### src/rtl/cmp_skip_pkg.sv
package cmp_skip_pkg;
   // ----------------------------------------
   // Opcode fields
   // ----------------------------------------
   localparam logic [5:0] COMPLEMENT_REGISTER_OP = 6'h07;  // 0001 11
   localparam logic [6:0] COMPARE_SKIP_EQUAL_OP = 7'h31;   // 0110 001
   localparam logic [6:0] COMPARE_SKIP_GREATER_OP = 7'h32; // 0110 010
   localparam logic [6:0] COMPARE_SKIP_LESS_OP = 7'h30;    // 0110 000
   localparam int DEST_BIT = 9;
   localparam int ACCESS_BIT = 8;
   localparam logic [7:0] INDEXED_MAX = 8'h5F;
   localparam logic [7:0] ACCESS_SPLIT = 8'h80;
   localparam logic [3:0] ACCESS_HIGH_BANK = 4'hF;
   localparam logic [7:0] WORKING_REGISTER_ALIAS_RESET = 8'h00;
   localparam logic [1:0] SKIP_ONE_WORD = 2'h1;
   localparam logic [1:0] SKIP_TWO_WORD = 2'h2;

   // ----------------------------------------
   // Phases and carriers
   // ----------------------------------------
   typedef enum logic [1:0] {
      PH_DECODE = 2'b00,
      PH_READ = 2'b01,
      PH_PROCESS = 2'b10,
      PH_WRITE = 2'b11
   } phase_e;

   typedef struct packed {
      logic [11:0] addr;
      logic [7:0] data;
      logic we;
      logic re;
   } mem_req_s;

   typedef struct packed {
      logic neg;
      logic zero;
      logic upd;
   } flag_upd_s;
endpackage

### src/rtl/cmp_skip_exec.sv
`timescale 1ns/10ps
// Summary of operation
// - The complement op yields the inverted file register and updates only the negative and zero flags.
// - Destination bit 0 writes the working register, bit 1 writes back to the file register.
// - Access bit 0 selects the access bank, bit 1 forms the address from the bank select register.
// - Indexed literal offset applies when access bit is 0, extended set is on, and file field is at most 5Fh.
// - Compare-equal skips when the file register equals the working register, flags untouched.
// - Compare-greater skips when the file register exceeds the working register unsigned, flags untouched.
// - Compare-less skips when the file register is below the working register unsigned, flags untouched.
// - A skip runs one no-operation cycle, or two if the skipped instruction is two words long.
module cmp_skip_exec
   import cmp_skip_pkg::*;
(
   input wire logic mclk_i,               // Instruction clock
   input wire logic srst_i,               // Synchronous reset
   input wire logic [15:0] instr_i,       // Fetched instruction word
   input wire logic next_two_word_i,      // Next fetched is two-word
   input wire logic ext_set_en_i,         // Extended instruction set on
   input wire logic [3:0] bank_select_register_i, // Bank select
   input wire logic [11:0] index_base_i,  // Literal offset base pointer
   input wire logic [7:0] rd_data_i,      // File register read data
   output mem_req_s mem_o,                // Data memory request
   output logic [7:0] working_register_alias_o, // Working register
   output flag_upd_s flag_o,              // Flag update
   output logic skip_o,                   // Skip cycle in progress
   output logic [1:0] phase_o             // Current phase
);
   phase_e phase_reg;
   logic [15:0] ir_reg;
   logic [7:0] opnd_reg;
   logic [7:0] working_register_alias_reg;
   logic [1:0] skip_cnt_reg;
   logic skip_take_reg;
   mem_req_s mem_reg;
   flag_upd_s flag_reg;
   logic [11:0] addr_next;
   logic is_comp, is_eq, is_gt, is_lt, skipping;
   logic [7:0] ffield;

   // ----------------------------------------
   // Decode
   // ----------------------------------------
   assign ffield = ir_reg[7:0];
   assign skipping = (skip_cnt_reg != 2'h0);
   assign is_comp = !skipping && (ir_reg[15:10] == COMPLEMENT_REGISTER_OP);
   assign is_eq = !skipping && (ir_reg[15:9] == COMPARE_SKIP_EQUAL_OP);
   assign is_gt = !skipping && (ir_reg[15:9] == COMPARE_SKIP_GREATER_OP);
   assign is_lt = !skipping && (ir_reg[15:9] == COMPARE_SKIP_LESS_OP);

   // Address formation
   always_comb begin
      if (ir_reg[ACCESS_BIT]) begin
         addr_next = {bank_select_register_i, ffield};
      end else if (ext_set_en_i && ffield <= INDEXED_MAX) begin
         addr_next = index_base_i + {4'h0, ffield};
      end else if (ffield < ACCESS_SPLIT) begin
         addr_next = {4'h0, ffield};
      end else begin
         addr_next = {ACCESS_HIGH_BANK, ffield};
      end
   end

   // ----------------------------------------
   // Phase sequencing
   // ----------------------------------------
   always_ff @(posedge mclk_i) begin
      if (srst_i) begin
         phase_reg <= PH_DECODE;
      end else begin
         case (phase_reg)
            PH_DECODE: phase_reg <= PH_READ;
            PH_READ: phase_reg <= PH_PROCESS;
            PH_PROCESS: phase_reg <= PH_WRITE;
            PH_WRITE: phase_reg <= PH_DECODE;
            default: phase_reg <= PH_DECODE;
         endcase
      end
   end

   // Instruction latch in write phase, ahead of decode
   always_ff @(posedge mclk_i) begin
      if (srst_i) begin
         ir_reg <= 16'h0000;
      end else if (phase_reg == PH_WRITE) begin
         ir_reg <= instr_i;
      end
   end

   // Skip cycle counter
   always_ff @(posedge mclk_i) begin
      if (srst_i) begin
         skip_cnt_reg <= 2'h0;
      end else if (phase_reg == PH_WRITE) begin
         if (skip_take_reg) begin
            skip_cnt_reg <= next_two_word_i ? SKIP_TWO_WORD : SKIP_ONE_WORD;
         end else if (skipping) begin
            skip_cnt_reg <= skip_cnt_reg - 2'h1;
         end
      end
   end

   // Compare result captured in process phase
   always_ff @(posedge mclk_i) begin
      if (srst_i) begin
         skip_take_reg <= 1'b0;
      end else if (phase_reg == PH_PROCESS) begin
         skip_take_reg <= (is_eq && rd_data_i == working_register_alias_reg) || (is_gt && rd_data_i > working_register_alias_reg)
            || (is_lt && rd_data_i < working_register_alias_reg);
      end else if (phase_reg == PH_WRITE) begin
         skip_take_reg <= 1'b0;
      end
   end

   // Skip flag output
   always_ff @(posedge mclk_i) begin
      if (srst_i) begin
         skip_o <= 1'b0;
      end else begin
         // At the cycle boundary, look ahead to whether the next cycle is idle
         if (phase_reg == PH_WRITE) begin
            skip_o <= skip_take_reg || (skip_cnt_reg > SKIP_ONE_WORD);
         end else begin
            skip_o <= skipping;
         end
      end
   end

   // ----------------------------------------
   // Data path
   // ----------------------------------------
   // Operand captured in process phase
   always_ff @(posedge mclk_i) begin
      if (srst_i) begin
         opnd_reg <= 8'h00;
      end else if (phase_reg == PH_PROCESS) begin
         opnd_reg <= rd_data_i;
      end
   end

   // Memory request per phase
   always_ff @(posedge mclk_i) begin
      if (srst_i) begin
         mem_reg <= '0;
      end else begin
         mem_reg.re <= (phase_reg == PH_DECODE) && (is_comp || is_eq || is_gt || is_lt);
         mem_reg.we <= (phase_reg == PH_PROCESS) && is_comp && ir_reg[DEST_BIT];
         if (phase_reg == PH_DECODE) begin
            mem_reg.addr <= addr_next;
         end
         if (phase_reg == PH_PROCESS) begin
            mem_reg.data <= ~rd_data_i;
         end
      end
   end

   // Working register and flags
   always_ff @(posedge mclk_i) begin
      if (srst_i) begin
         working_register_alias_reg <= WORKING_REGISTER_ALIAS_RESET;
         flag_reg <= '0;
      end else begin
         flag_reg.upd <= 1'b0;
         if (phase_reg == PH_PROCESS && is_comp) begin
            flag_reg.neg <= ~rd_data_i[7];
            flag_reg.zero <= (rd_data_i == 8'hFF);
            flag_reg.upd <= 1'b1;
            if (!ir_reg[DEST_BIT]) begin
               working_register_alias_reg <= ~rd_data_i;
            end
         end
      end
   end

   assign mem_o = mem_reg;
   assign flag_o = flag_reg;
   assign working_register_alias_o = working_register_alias_reg;
   assign phase_o = phase_reg;
endmodule // cmp_skip_exec

### config.mk
export PLATFORM = sky130hd
export DESIGN_NAME = cmp_skip_exec
export DESIGN_NICKNAME = d
export VERILOG_FILES = /design/src/rtl/cmp_skip_pkg.sv /design/src/rtl/cmp_skip_exec.sv
export SDC_FILE = /design/constraint.sdc
export NUM_CORES = 1
export LEC_CHECK = 0
export ABC_AREA = 1
export ABC_CLOCK_PERIOD_IN_PS = 1960
export CAP_MARGIN = 40
export CELL_PAD_IN_SITES_DETAIL_PLACEMENT = 0
export CELL_PAD_IN_SITES_GLOBAL_PLACEMENT = 1
export CORE_ASPECT_RATIO = 0.8
export CORE_MARGIN = 2
export CORE_UTILIZATION = 40
export DETAILED_ROUTE_END_ITERATION = 16
export DONT_BUFFER_PORTS = 1
export GPL_TIMING_DRIVEN = 0
export PLACE_DENSITY_LB_ADDON = 0.1
export SKIP_LAST_GASP = 1
export SLEW_MARGIN = 20
export SYNTH_ARGS = -nofsm -noshare
export SYNTH_HDL_FRONTEND = slang
export SYNTH_SLANG_ARGS = --single-unit
### constraint.sdc
create_clock -name mclk_i -period 1.96 [get_ports mclk_i]
set_clock_uncertainty 0.15 [all_clocks]
set_input_delay 0.098 -clock mclk_i [delete_from_list [all_inputs] [get_ports mclk_i]]
set_output_delay 0.098 -clock mclk_i [all_outputs]
set_load 0.05 [all_outputs]
## Word-level counts from Yosys, hierarchy flattened

Index checks and enable logic that the tools add are counted.

| word-level totals | value |
|---|---|
| word-level logic and storage cells | 67 |
| bits in registers | 55 |
| input port bits | 44 |
| output and inout port bits | 36 |

| cells by class | value |
|---|---|
| bitwise operators | 3 |
| add/sub/neg operators | 2 |
| equal/unequal tests | 9 |
| multiplexer cells | 11 |
| magnitude comparators | 5 |
| reduce and logical (&&, ||, !) cells | 24 |

Operator list:

| cell | number |
|---|---|
| two-way mux 12 bit | 3 |
| == test 7 x 6 -> 1 bit, second input constant | 3 |
| adder 12 x 8 -> 12 bit | 1 |
| logical AND 1 bit | 11 |
| == test 8 bit | 1 |
| == test 8 bit, second input constant | 1 |
| greater-than comparator 8 bit | 1 |
| <= comparator 8 x 7 -> 1 bit, second input constant | 1 |
| less-than comparator 8 bit | 1 |
| less-than comparator 8 bit, second input constant | 1 |
| inverter 8 bit | 1 |
| one-hot mux 2 bit (4 select lines) | 1 |
| == test 6 x 3 -> 1 bit, second input constant | 1 |
| logical OR 1 bit | 6 |
| two-way mux 2 bit | 3 |
| nonzero test 2 bit | 3 |
| == test 2 bit, second input constant | 2 |
| two-way mux 1 bit | 4 |
| AND reduction 2 bit | 2 |
| == test 2 x 1 -> 1 bit, second input constant | 1 |
| greater-than comparator 2 x 1 -> 1 bit, second input constant | 1 |
| zero test 2 bit | 1 |
| inverter 1 bit | 2 |
| subtractor 2 x 1 -> 2 bit, second input constant | 1 |
| zero test 1 bit | 1 |

## Logic depth before layout (Yosys ltp)

Gate-level depths: netlist of run 1.

| logic depth | value |
|---|---|
| word-level depth | 7 |
| depth in mapped cells | 13 |
| depth with buffers taken out | 13 |

## Least setup slack after synthesis of run 1

No wires, ideal clock.

| timing | value |
|---|---|
| path type | register -> register |
| start | reg phase_reg[0] (netlist: phase_o[0]) |
| end | reg working_register_alias_reg[5] (netlist: working_register_alias_o[5]) |
| data arrival time | 1.700 ns |
| cell stages (with the launch flop) | 10 |
| clock period less this slack | 1.968 ns |
| path buffers | 1 |
| path slack | -0.008 ns |
| cells stage by stage | dfxtp_1 > inv_1 > ha_1 > inv_1 > nor2_4 > nand2_4 > clkinv_4 > buf_12 > o21ai_1 > a21oi_2 |

| between the ends | value |
|---|---|
| cells in the longest elaborated chain, start to end | 3 |

RTL lines:

| element | line | source |
|---|---|---|
| from (decl) | cmp_skip_exec.sv:28 | `phase_e phase_reg;` |
| from (signal assigned) | cmp_skip_exec.sv:68 | `phase_reg <= PH_DECODE;` |
| from (signal assigned) | cmp_skip_exec.sv:71 | `PH_DECODE: phase_reg <= PH_READ;` |
| from (signal assigned) | cmp_skip_exec.sv:72 | `PH_READ: phase_reg <= PH_PROCESS;` |
| == test 2 bit | cmp_skip_exec.sv:163 | `if (phase_reg == PH_PROCESS && is_comp) begin` |
| logical AND 1 bit | cmp_skip_exec.sv:163 |  |
| AND reduction 2 bit (no line) | -- |  |
| to (signal assigned) | cmp_skip_exec.sv:168 | `working_register_alias_reg <= ~rd_data_i;` |
| to (decl) | cmp_skip_exec.sv:31 | `logic [7:0] working_register_alias_reg;` |

Every way passes these cells.
A chain may end at the register's enable or synchronous reset.

## Worst setup path in the final report of run 1

| timing | value |
|---|---|
| start | reg ir_reg[0] |
| end | reg mem_reg (netlist bit mem_o[18]) |

| between the ends | value |
|---|---|
| cells in the longest elaborated chain, start to end | 4 |
| elaborated cells between the ends (all ways) | 7 |

RTL lines:

| element | line | source |
|---|---|---|
| from (decl) | cmp_skip_exec.sv:29 | `logic [15:0] ir_reg;` |
| from (signal assigned) | cmp_skip_exec.sv:85 | `ir_reg <= instr_i;` |
| less-than comparator 8 bit or <= comparator 8 x 7 -> 1 bit (tied branches) | cmp_skip_exec.sv:56, cmp_skip_exec.sv:54 |  |
| two-way mux 12 bit or logical AND 1 bit (tied branches) | cmp_skip_exec.sv:56, cmp_skip_exec.sv:54 |  |
| two-way mux 12 bit * | cmp_skip_exec.sv:54 | `end else if (ext_set_en_i && ffield <= INDEXED_MAX) begin` |
| two-way mux 12 bit * | cmp_skip_exec.sv:52 | `if (ir_reg[ACCESS_BIT]) begin` |
| to (decl) | cmp_skip_exec.sv:34 | `mem_req_s mem_reg;` |

Mark *: on every way between the ends. The rest lies on a longest branch, timed or not.

==> flow_summary_export.csv, run 1 <==
group,metric,value,unit
outcome,status,"complete, but fails checks",
outcome,failed_checks,"hold timing",
synth,netlist_area,2944,um2
pwr,ir_drop,731.9,uV
floorplan,coreArea,6993,um2
critical_path,r2r-start,"ir_reg[0]",
critical_path,end_kind,"flip-flop",
critical_path,worstSetupPathType,"reg2reg",
cts,numCtsBuffers,5,
flow_run,max_cap_violations,0,
critical_path,cp.arrival,1.93,ns
critical_path,r2r_setup_slack,0.07,ns
timing,finalMaxSlewViolations,0,
routing,wl,8.459,mm
layout,n_antenna_cell,0,
routing,initialDrtViolationCount,79,
global_route,grt_usage,0.2158,
timing,rsz0062_at_grt,"true",
synth,synth_top_area_cell,"dfxtp_1",
placed_design,dp_hpwl,6.221,mm
synth,synth_area_leaders,"dfxtp_1, ha_1, nand2_1",
synth,netlist_top_cells_count,"nand2_1, dfxtp_1, inv_1",
timing,final-setup-viol-count,0,
timing,fin_crit_sh,0.9652,
cts,cts.path.max_buffers,2,
worst_hold_path,hold_class,"in2reg",
timing,whs,-0.001761,ns
cts,insertion_delay,0.31,ns
synth,synth_most_common_cell,"nand2_1",
floorplan,die_area,8067,um2
cts,clock_sinks,55,
synth,ys.flop_type,"dfxtp_1",
synth,synth_nets,476,
worst_hold_path,hold_start,"index_base_i[0]",
layout,drive_above_1_share,0.1509,
floorplan,die_y,80.74,um
floorplan,fp.dieW,99.92,um
critical_path,worstRegToRegCells,13,
global_route,grt_max_degree,16,
layout,post-route-util,0.5323,
worst_hold_path,hold_end,"mem_o[10]",
routing,wl_per_cell,15.35,um
cts,clkTransAtPathRegs,0.10,ns
critical_path,startpoint_type,"flip-flop",
routing,vias,2847,
synth,synth_cells,410,
global_route,grt_overflow_total,0,
floorplan,rows,27,
timing,timing.slew.headroom,0.6005,
timing,min_period,1.892,ns
routing,drc_errors,0,
layout,area_delta_synth_final,26.43,%
timing,hold_violations,1,
placed_design,place_congestion,0.8206,
synth,avgSynthCellArea,7.181,um2
critical_path,cp.required,1.99,ns
pwr,power.density,927.7,nW/um2
synth,yosys_warnings,0,
synth,ys_seq_area_frac,0.3740,
layout,largest_register_ff_count,22,
routing,avgViaCountPerCell,5.167,
synth,synth-edff-count,0,
placed_design,port_buffers,0,
layout,fillerInstances,742,
worst_hold_path,hold_depth,5,
timing,fin_tns_setup,0,ns
global_route,grt_first_pass_wirelength,13.63,mm
cts,htree_levels,2,
floorplan,start_util,0.4210,
layout,num-nets-final,529,
floorplan,io_pins,80,
cts,cts_root_buf,"clkbuf_8",
routing,ant_nets,0,
synth,ys_ff_latch,55,
pwr,p_leak,0.001587,uW
routing,firstDrtPassIters,4,
timing,worstMarginPinSlew,0.5992,ns
global_route,grt_antenna_before_repair,0,
critical_path,r2r_end,"mem_o[18]",
timing,fmax,0.5286,GHz
synth,synth_top_area_frac,0.3740,
synth,ys_async_sr_fraction,0,
cts,cts_tree,"built",
synth,yosysUniqueCellTypes,35,
global_route,grt_pass1_vias,2734,
critical_path,path_max_fanout,3,
[through the flow]
step                      instance area [um2]  hold WS (ns)  setup slack [ns]  total power [uW]  cells
after CTS                                3507       0.01913         -0.004358              3405    539
after global routing                     3722       0.02491          -0.06861              3709    551
after floorplan                          2945       0.02508           0.04057              2480    410
final                                    3722     -0.001761           0.06821              3453    551
after detailed placement                 3054       0.03009           -0.4374              2716    497
after global placement                   3054       0.02815           -0.4075              2700    497
[worst max-delay path: stages, from the launching register on]
cell,delay (ns)
dfxtp_4,0.37
ha_4,0.14
inv_1,0.05
fa_2,0.37
nor2_2,0.13
nor2_2,0.05
inv_1,0.09
nand2_2,0.08
nand2_1,0.06
nand2_1,0.04
nand3_1,0.06
nand2_1,0.06
nand2_1,0.08
a21oi_2,0.05
[metal layers]
layer	share of wire	up-vias	track usage	wire [um]
met5	0	-	0	0
met4	0.0057	0	0.04658	48
met3	0.10	4	0.07143	871
met2	0.39	95	0.3061	3322
met1	0.50	1280	0.3171	4215
li1	-	1468	-	-
[placed cells by master (no fill, tap or decap), types with 11 or more instances in the layout]
| cell | n |
|---|---|
| clkbuf_1 | 11 |
| inv_1 | 50 |
| buf_4 | 12 |
| nor2_1 | 45 |
| ha_1 | 11 |
| o21ai_0 | 40 |
| nand3_1 | 22 |
| a21oi_1 | 45 |
| dlygate4sd3_1 | 35 |
| dfxtp_1 | 42 |
| nand2_1 | 63 |
[worst max-delay path by stage]
stage | startpoint | endpoint | slack, ns | cells after the start
after floorplan | phase_o[1] | mem_o[15] | 0.04 | 7
after global placement | phase_o[1] | mem_o[13] | -0.41 | 7
after detailed placement | phase_o[1] | mem_o[13] | -0.44 | 7
after CTS | skip_cnt_reg[1] | working_register_alias_o[6] | -0.004 | 11
after global routing | ir_reg[0] | mem_o[18] | -0.07 | 13
final | ir_reg[0] | mem_o[18] | 0.07 | 13
[area by class of cell]
cell class	count	area (um2)	share of cell area
Clock buffer	7	76.32	0.02050
Sequential cell	55	1130	0.3035
Timing Repair Buffer	47	440.4	0.1183
Clock inverter	1	5.005	0.001345
Buffer	11	58.81	0.01580
Inverter	55	212.7	0.05714
Tap cell	87	108.9	0.02924
Multi-Input combinational cell	288	1690	0.4541
[kinds of logic after synthesis]
kind of cell / after synthesis / synth area share
compound gates: 107 / 0.1972
simple gates: 157 / 0.2342
xor+xnor: 2 / 0.005951
flops: 55 / 0.3740
buf+inv: 67 / 0.09265
fa+ha+maj: 22 / 0.09605
[power by group]
group          switching, uW  internal (uW)  leakage [uW]
combinational            570            378       0.00109
clock                    355            252     0.0000422
sequential               592           1310      0.000456
[timing repair]
action | in CTS | in global routing
endpoints found under the hold margin | 42 | 1
setup endpoints to repair | 26 | 19
gates resized for setup | 17 | 30
gates cloned | 0 | 0
hold buffers | 34 | 1
pin swaps | 0 | 4
setup buffers | 1 | 11
Note: power is estimated with default switching activity, not from simulation.
==> run 2: changes to the inputs <==
--- a/config.mk
+++ b/config.mk
@@ -5,14 +5,13 @@
 export SDC_FILE = /design/constraint.sdc
 export NUM_CORES = 1
 export LEC_CHECK = 0
-export ABC_AREA = 1
 export ABC_CLOCK_PERIOD_IN_PS = 1960
 export CAP_MARGIN = 40
 export CELL_PAD_IN_SITES_DETAIL_PLACEMENT = 0
 export CELL_PAD_IN_SITES_GLOBAL_PLACEMENT = 1
 export CORE_ASPECT_RATIO = 0.8
 export CORE_MARGIN = 2
-export CORE_UTILIZATION = 40
+export CORE_UTILIZATION = 42
 export DETAILED_ROUTE_END_ITERATION = 16
 export DONT_BUFFER_PORTS = 1
 export GPL_TIMING_DRIVEN = 0
==> run 2 against run 1 <==
- design area grew 2.1%
- critical endpoint is now mem_o[16]
- area after synthesis down 1.5%
- clock-buffer cell count is 1 lower
- routed wire length decreased by 5.0%
- the run ends with hold timing, setup timing left
- total power fell by 0.96%
==> flow_summary_export.csv, run 2 <==
group,metric,value,unit
outcome,status,"complete, but fails checks",
outcome,failed_checks,"hold timing, setup timing",
routing,avgViaCountPerCell,5.331,
floorplan,start_util,0.4269,
timing,whs,-0.01417,ns
pwr,p_clk_frac,0.216,
routing,initialDrtViolationCount,63,
placed_design,port_buffers,0,
critical_path,cp.required,1.97,ns
timing,min_period,2.132,ns
timing,fin_tns_setup,-0.4078,ns
pwr,total_power,3420,uW
global_route,grt_pass1_vias,2566,
cts,cts_tree,"built",
synth,ys_async_sr_fraction,0,
floorplan,die_y,78.31,um
layout,final_cell_mix,"nor2_1, dfxtp_1, dlygate4sd3_1",
global_route,grt_max_degree,16,
routing,wl_per_cell,17.03,um
pwr,power.net_switching,1400,uW
worst_hold_path,hold_class,"in2reg",
synth,avgSynthCellArea,8.758,um2
global_route,grt_usage,0.2147,
synth,ys.flop_type,"dfxtp_1",
timing,worstMarginPinSlew,0.6273,ns
cts,clock_sinks,55,
timing,timing.final.ws_setup,-0.1725,ns
synth,synth_area_leaders,"dfxtp_1, ha_1, nor2_1",
synth,synth_top_area_frac,0.3798,
synth,netlist_area,2899,um2
synth,ys_ff_latch,55,
layout,final_cells,472,
synth,ys_seq_area_frac,0.3798,
cts,clkTransAtPathRegs,0.10,ns
pwr,power.density,900.1,nW/um2
layout,layout_commonest_cell,"nor2_1",
floorplan,coreArea,6790,um2
placed_design,placed_cells,418,
pwr,seq_power_share,0.539,
timing,rsz0062_at_grt,"true",
synth,netlist_top_cells_count,"dfxtp_1, nor2_1, inv_1",
cts,cts.path.max_buffers,2,
routing,drc_errors,0,
timing,fmax,0.4689,GHz
floorplan,io_pins,80,
global_route,grt_antenna_before_repair,0,
timing,fin_crit_sh,1.088,
timing,finalMaxSlewViolations,0,
layout,area_delta_synth_final,31.07,%
synth,yosys_warnings,0,
floorplan,die_area,7587,um2
timing,final-setup-viol-count,4,
floorplan,fp.dieW,96.89,um
critical_path,path_max_fanout,3,
layout,finalInstanceArea,3800,um2
placed_design,dp_hpwl,5.490,mm
critical_path,end_kind,"flip-flop",
synth,synth_most_common_cell,"dfxtp_1",
pwr,comb_power_share,0.245,
global_route,grt_overflow_total,0,
layout,drive_above_1_share,0.2156,
critical_path,startpoint_type,"flip-flop",
placed_design,place_congestion,0.7909,
synth,synth-edff-count,0,
routing,vias,2516,
routing,ant_nets,0,
pwr,ir_drop,663.8,uV
floorplan,rows,27,
timing,timing.slew.headroom,0.5818,
cts,cts_root_buf,"clkbuf_8",
critical_path,r2r_setup_slack,-0.17,ns
synth,yosysUniqueCellTypes,50,
synth,synth_nets,397,
placed_design,place_area,3028,um2
synth,synth_top_area_cell,"dfxtp_1",
flow_run,max_cap_violations,0,
cts,numCtsBuffers,5,
global_route,grt_first_pass_wirelength,13.10,mm
layout,num-nets-final,451,
pwr,p_leak,0.001419,uW
pwr,swShare,0.4093,
timing,hold_violations,1,
layout,fillerInstances,639,
cts,htree_levels,2,
synth,synth_cells,331,
layout,post-route-util,0.5596,
cts,insertion_delay,0.31,ns
layout,n_antenna_cell,0,
critical_path,worstSetupPathType,"reg2reg",
critical_path,cp.arrival,2.15,ns
layout,largest_register_ff_count,22,
routing,wl,8.036,mm
pwr,internal_power,2020,uW
routing,firstDrtPassIters,4,
## run 2: cell count changes after synthesis, moves of 5 or more
cell / previous run / this run
nand2_1: 65 / 16
o21ai_0: 42 / 11
inv_1: 52 / 22
a21oi_1: 47 / 20
mux2i_1: 0 / 19
nand3_1: 22 / 4
a211oi_1: 3 / 20
nor2_1: 48 / 54
nor2b_1: 0 / 5
## run 2: per-layer routing
layer	vias to the layer above	global-route usage	wire length, um
met1	1171	0.3011	3966
met2	62	0.3354	3519
met5	-	0	0
met3	4	0.05877	495
li1	1279	-	-
met4	0	0.03944	53
## run 2: power groups by stage
stage | Sequential [uW] | Clock, uW | Combinational [uW]
2_1_floorplan | 1830 | 0 | 566
3_3_place_gp | 1870 | 0 | 700
3_5_place_dp | 1880 | 0 | 713
4_1_cts | 1850 | 760 | 809
5_1_grt | 1870 | 802 | 953
6_report | 1840 | 739 | 837
## run 2: final cells by class
class                   count  area (um2)  share of cell area
multi-input cells         238        1803              0.4745
well taps                  87       108.9             0.02865
clock inverters             1       30.03            0.007903
inverters                  22       85.08             0.02239
repair buffers             49       484.2              0.1274
plain buffers              14       75.07             0.01976
clock buffers               6       72.57             0.01910
flip-flops and latches     55        1141              0.3003
## run 2: worst paths after layout
kind,cells past startpoint,start,endpoint
setup / recovery,9,ir_reg[0],mem_o[16]
hold / removal,4,index_base_i[9],mem_o[20]
setup reg to reg,9,ir_reg[0],mem_o[16]
hold reg to reg,2,ir_reg[15],ir_reg[15]
## run 2: worst max-delay path, cell delays in order (launching register included)
cell and delay [ns]:
dfxtp_2 0.35, ha_4 0.16, inv_2 0.05, fa_2 0.21, nor2b_4 0.05, o31a_1 0.30
o21a_1 0.20, or3_1 0.31, a21oi_1 0.14, o32ai_1 0.09
## run 2: what timing repair did
| item | CTS | global route |
|---|---|---|
| pin swaps | 5 | 19 |
| cloned | 0 | 1 |
| hold buffers | 35 | 0 |
| setup endpoints to repair | 48 | 30 |
| endpoints found under the hold margin | 42 | 0 |
| resized for setup | 19 | 41 |
| buffers inserted | 5 | 8 |
## run 2: stage by stage
step | hold WS [ns] | setup WS [ns]
2_1_floorplan | 0.03027 | -0.05278
3_3_place_gp | 0.03149 | -0.4033
3_5_place_dp | 0.03504 | -0.3649
4_1_cts | 0.01438 | -0.1669
5_1_grt | 0.01956 | -0.2872
6_report | -0.01417 | -0.1725
## run 2: logic make-up after synthesis
logic type | Yosys count | synth area share
AND/OR/NAND/NOR | 108 | 0.1877
flip-flops | 55 | 0.3798
buffers and inverters | 38 | 0.05395
XOR/XNOR | 8 | 0.02417
AO/OA/AOI/OAI | 81 | 0.1912
adder cells (fa/ha/maj) | 22 | 0.09754
multiplexers | 19 | 0.06560
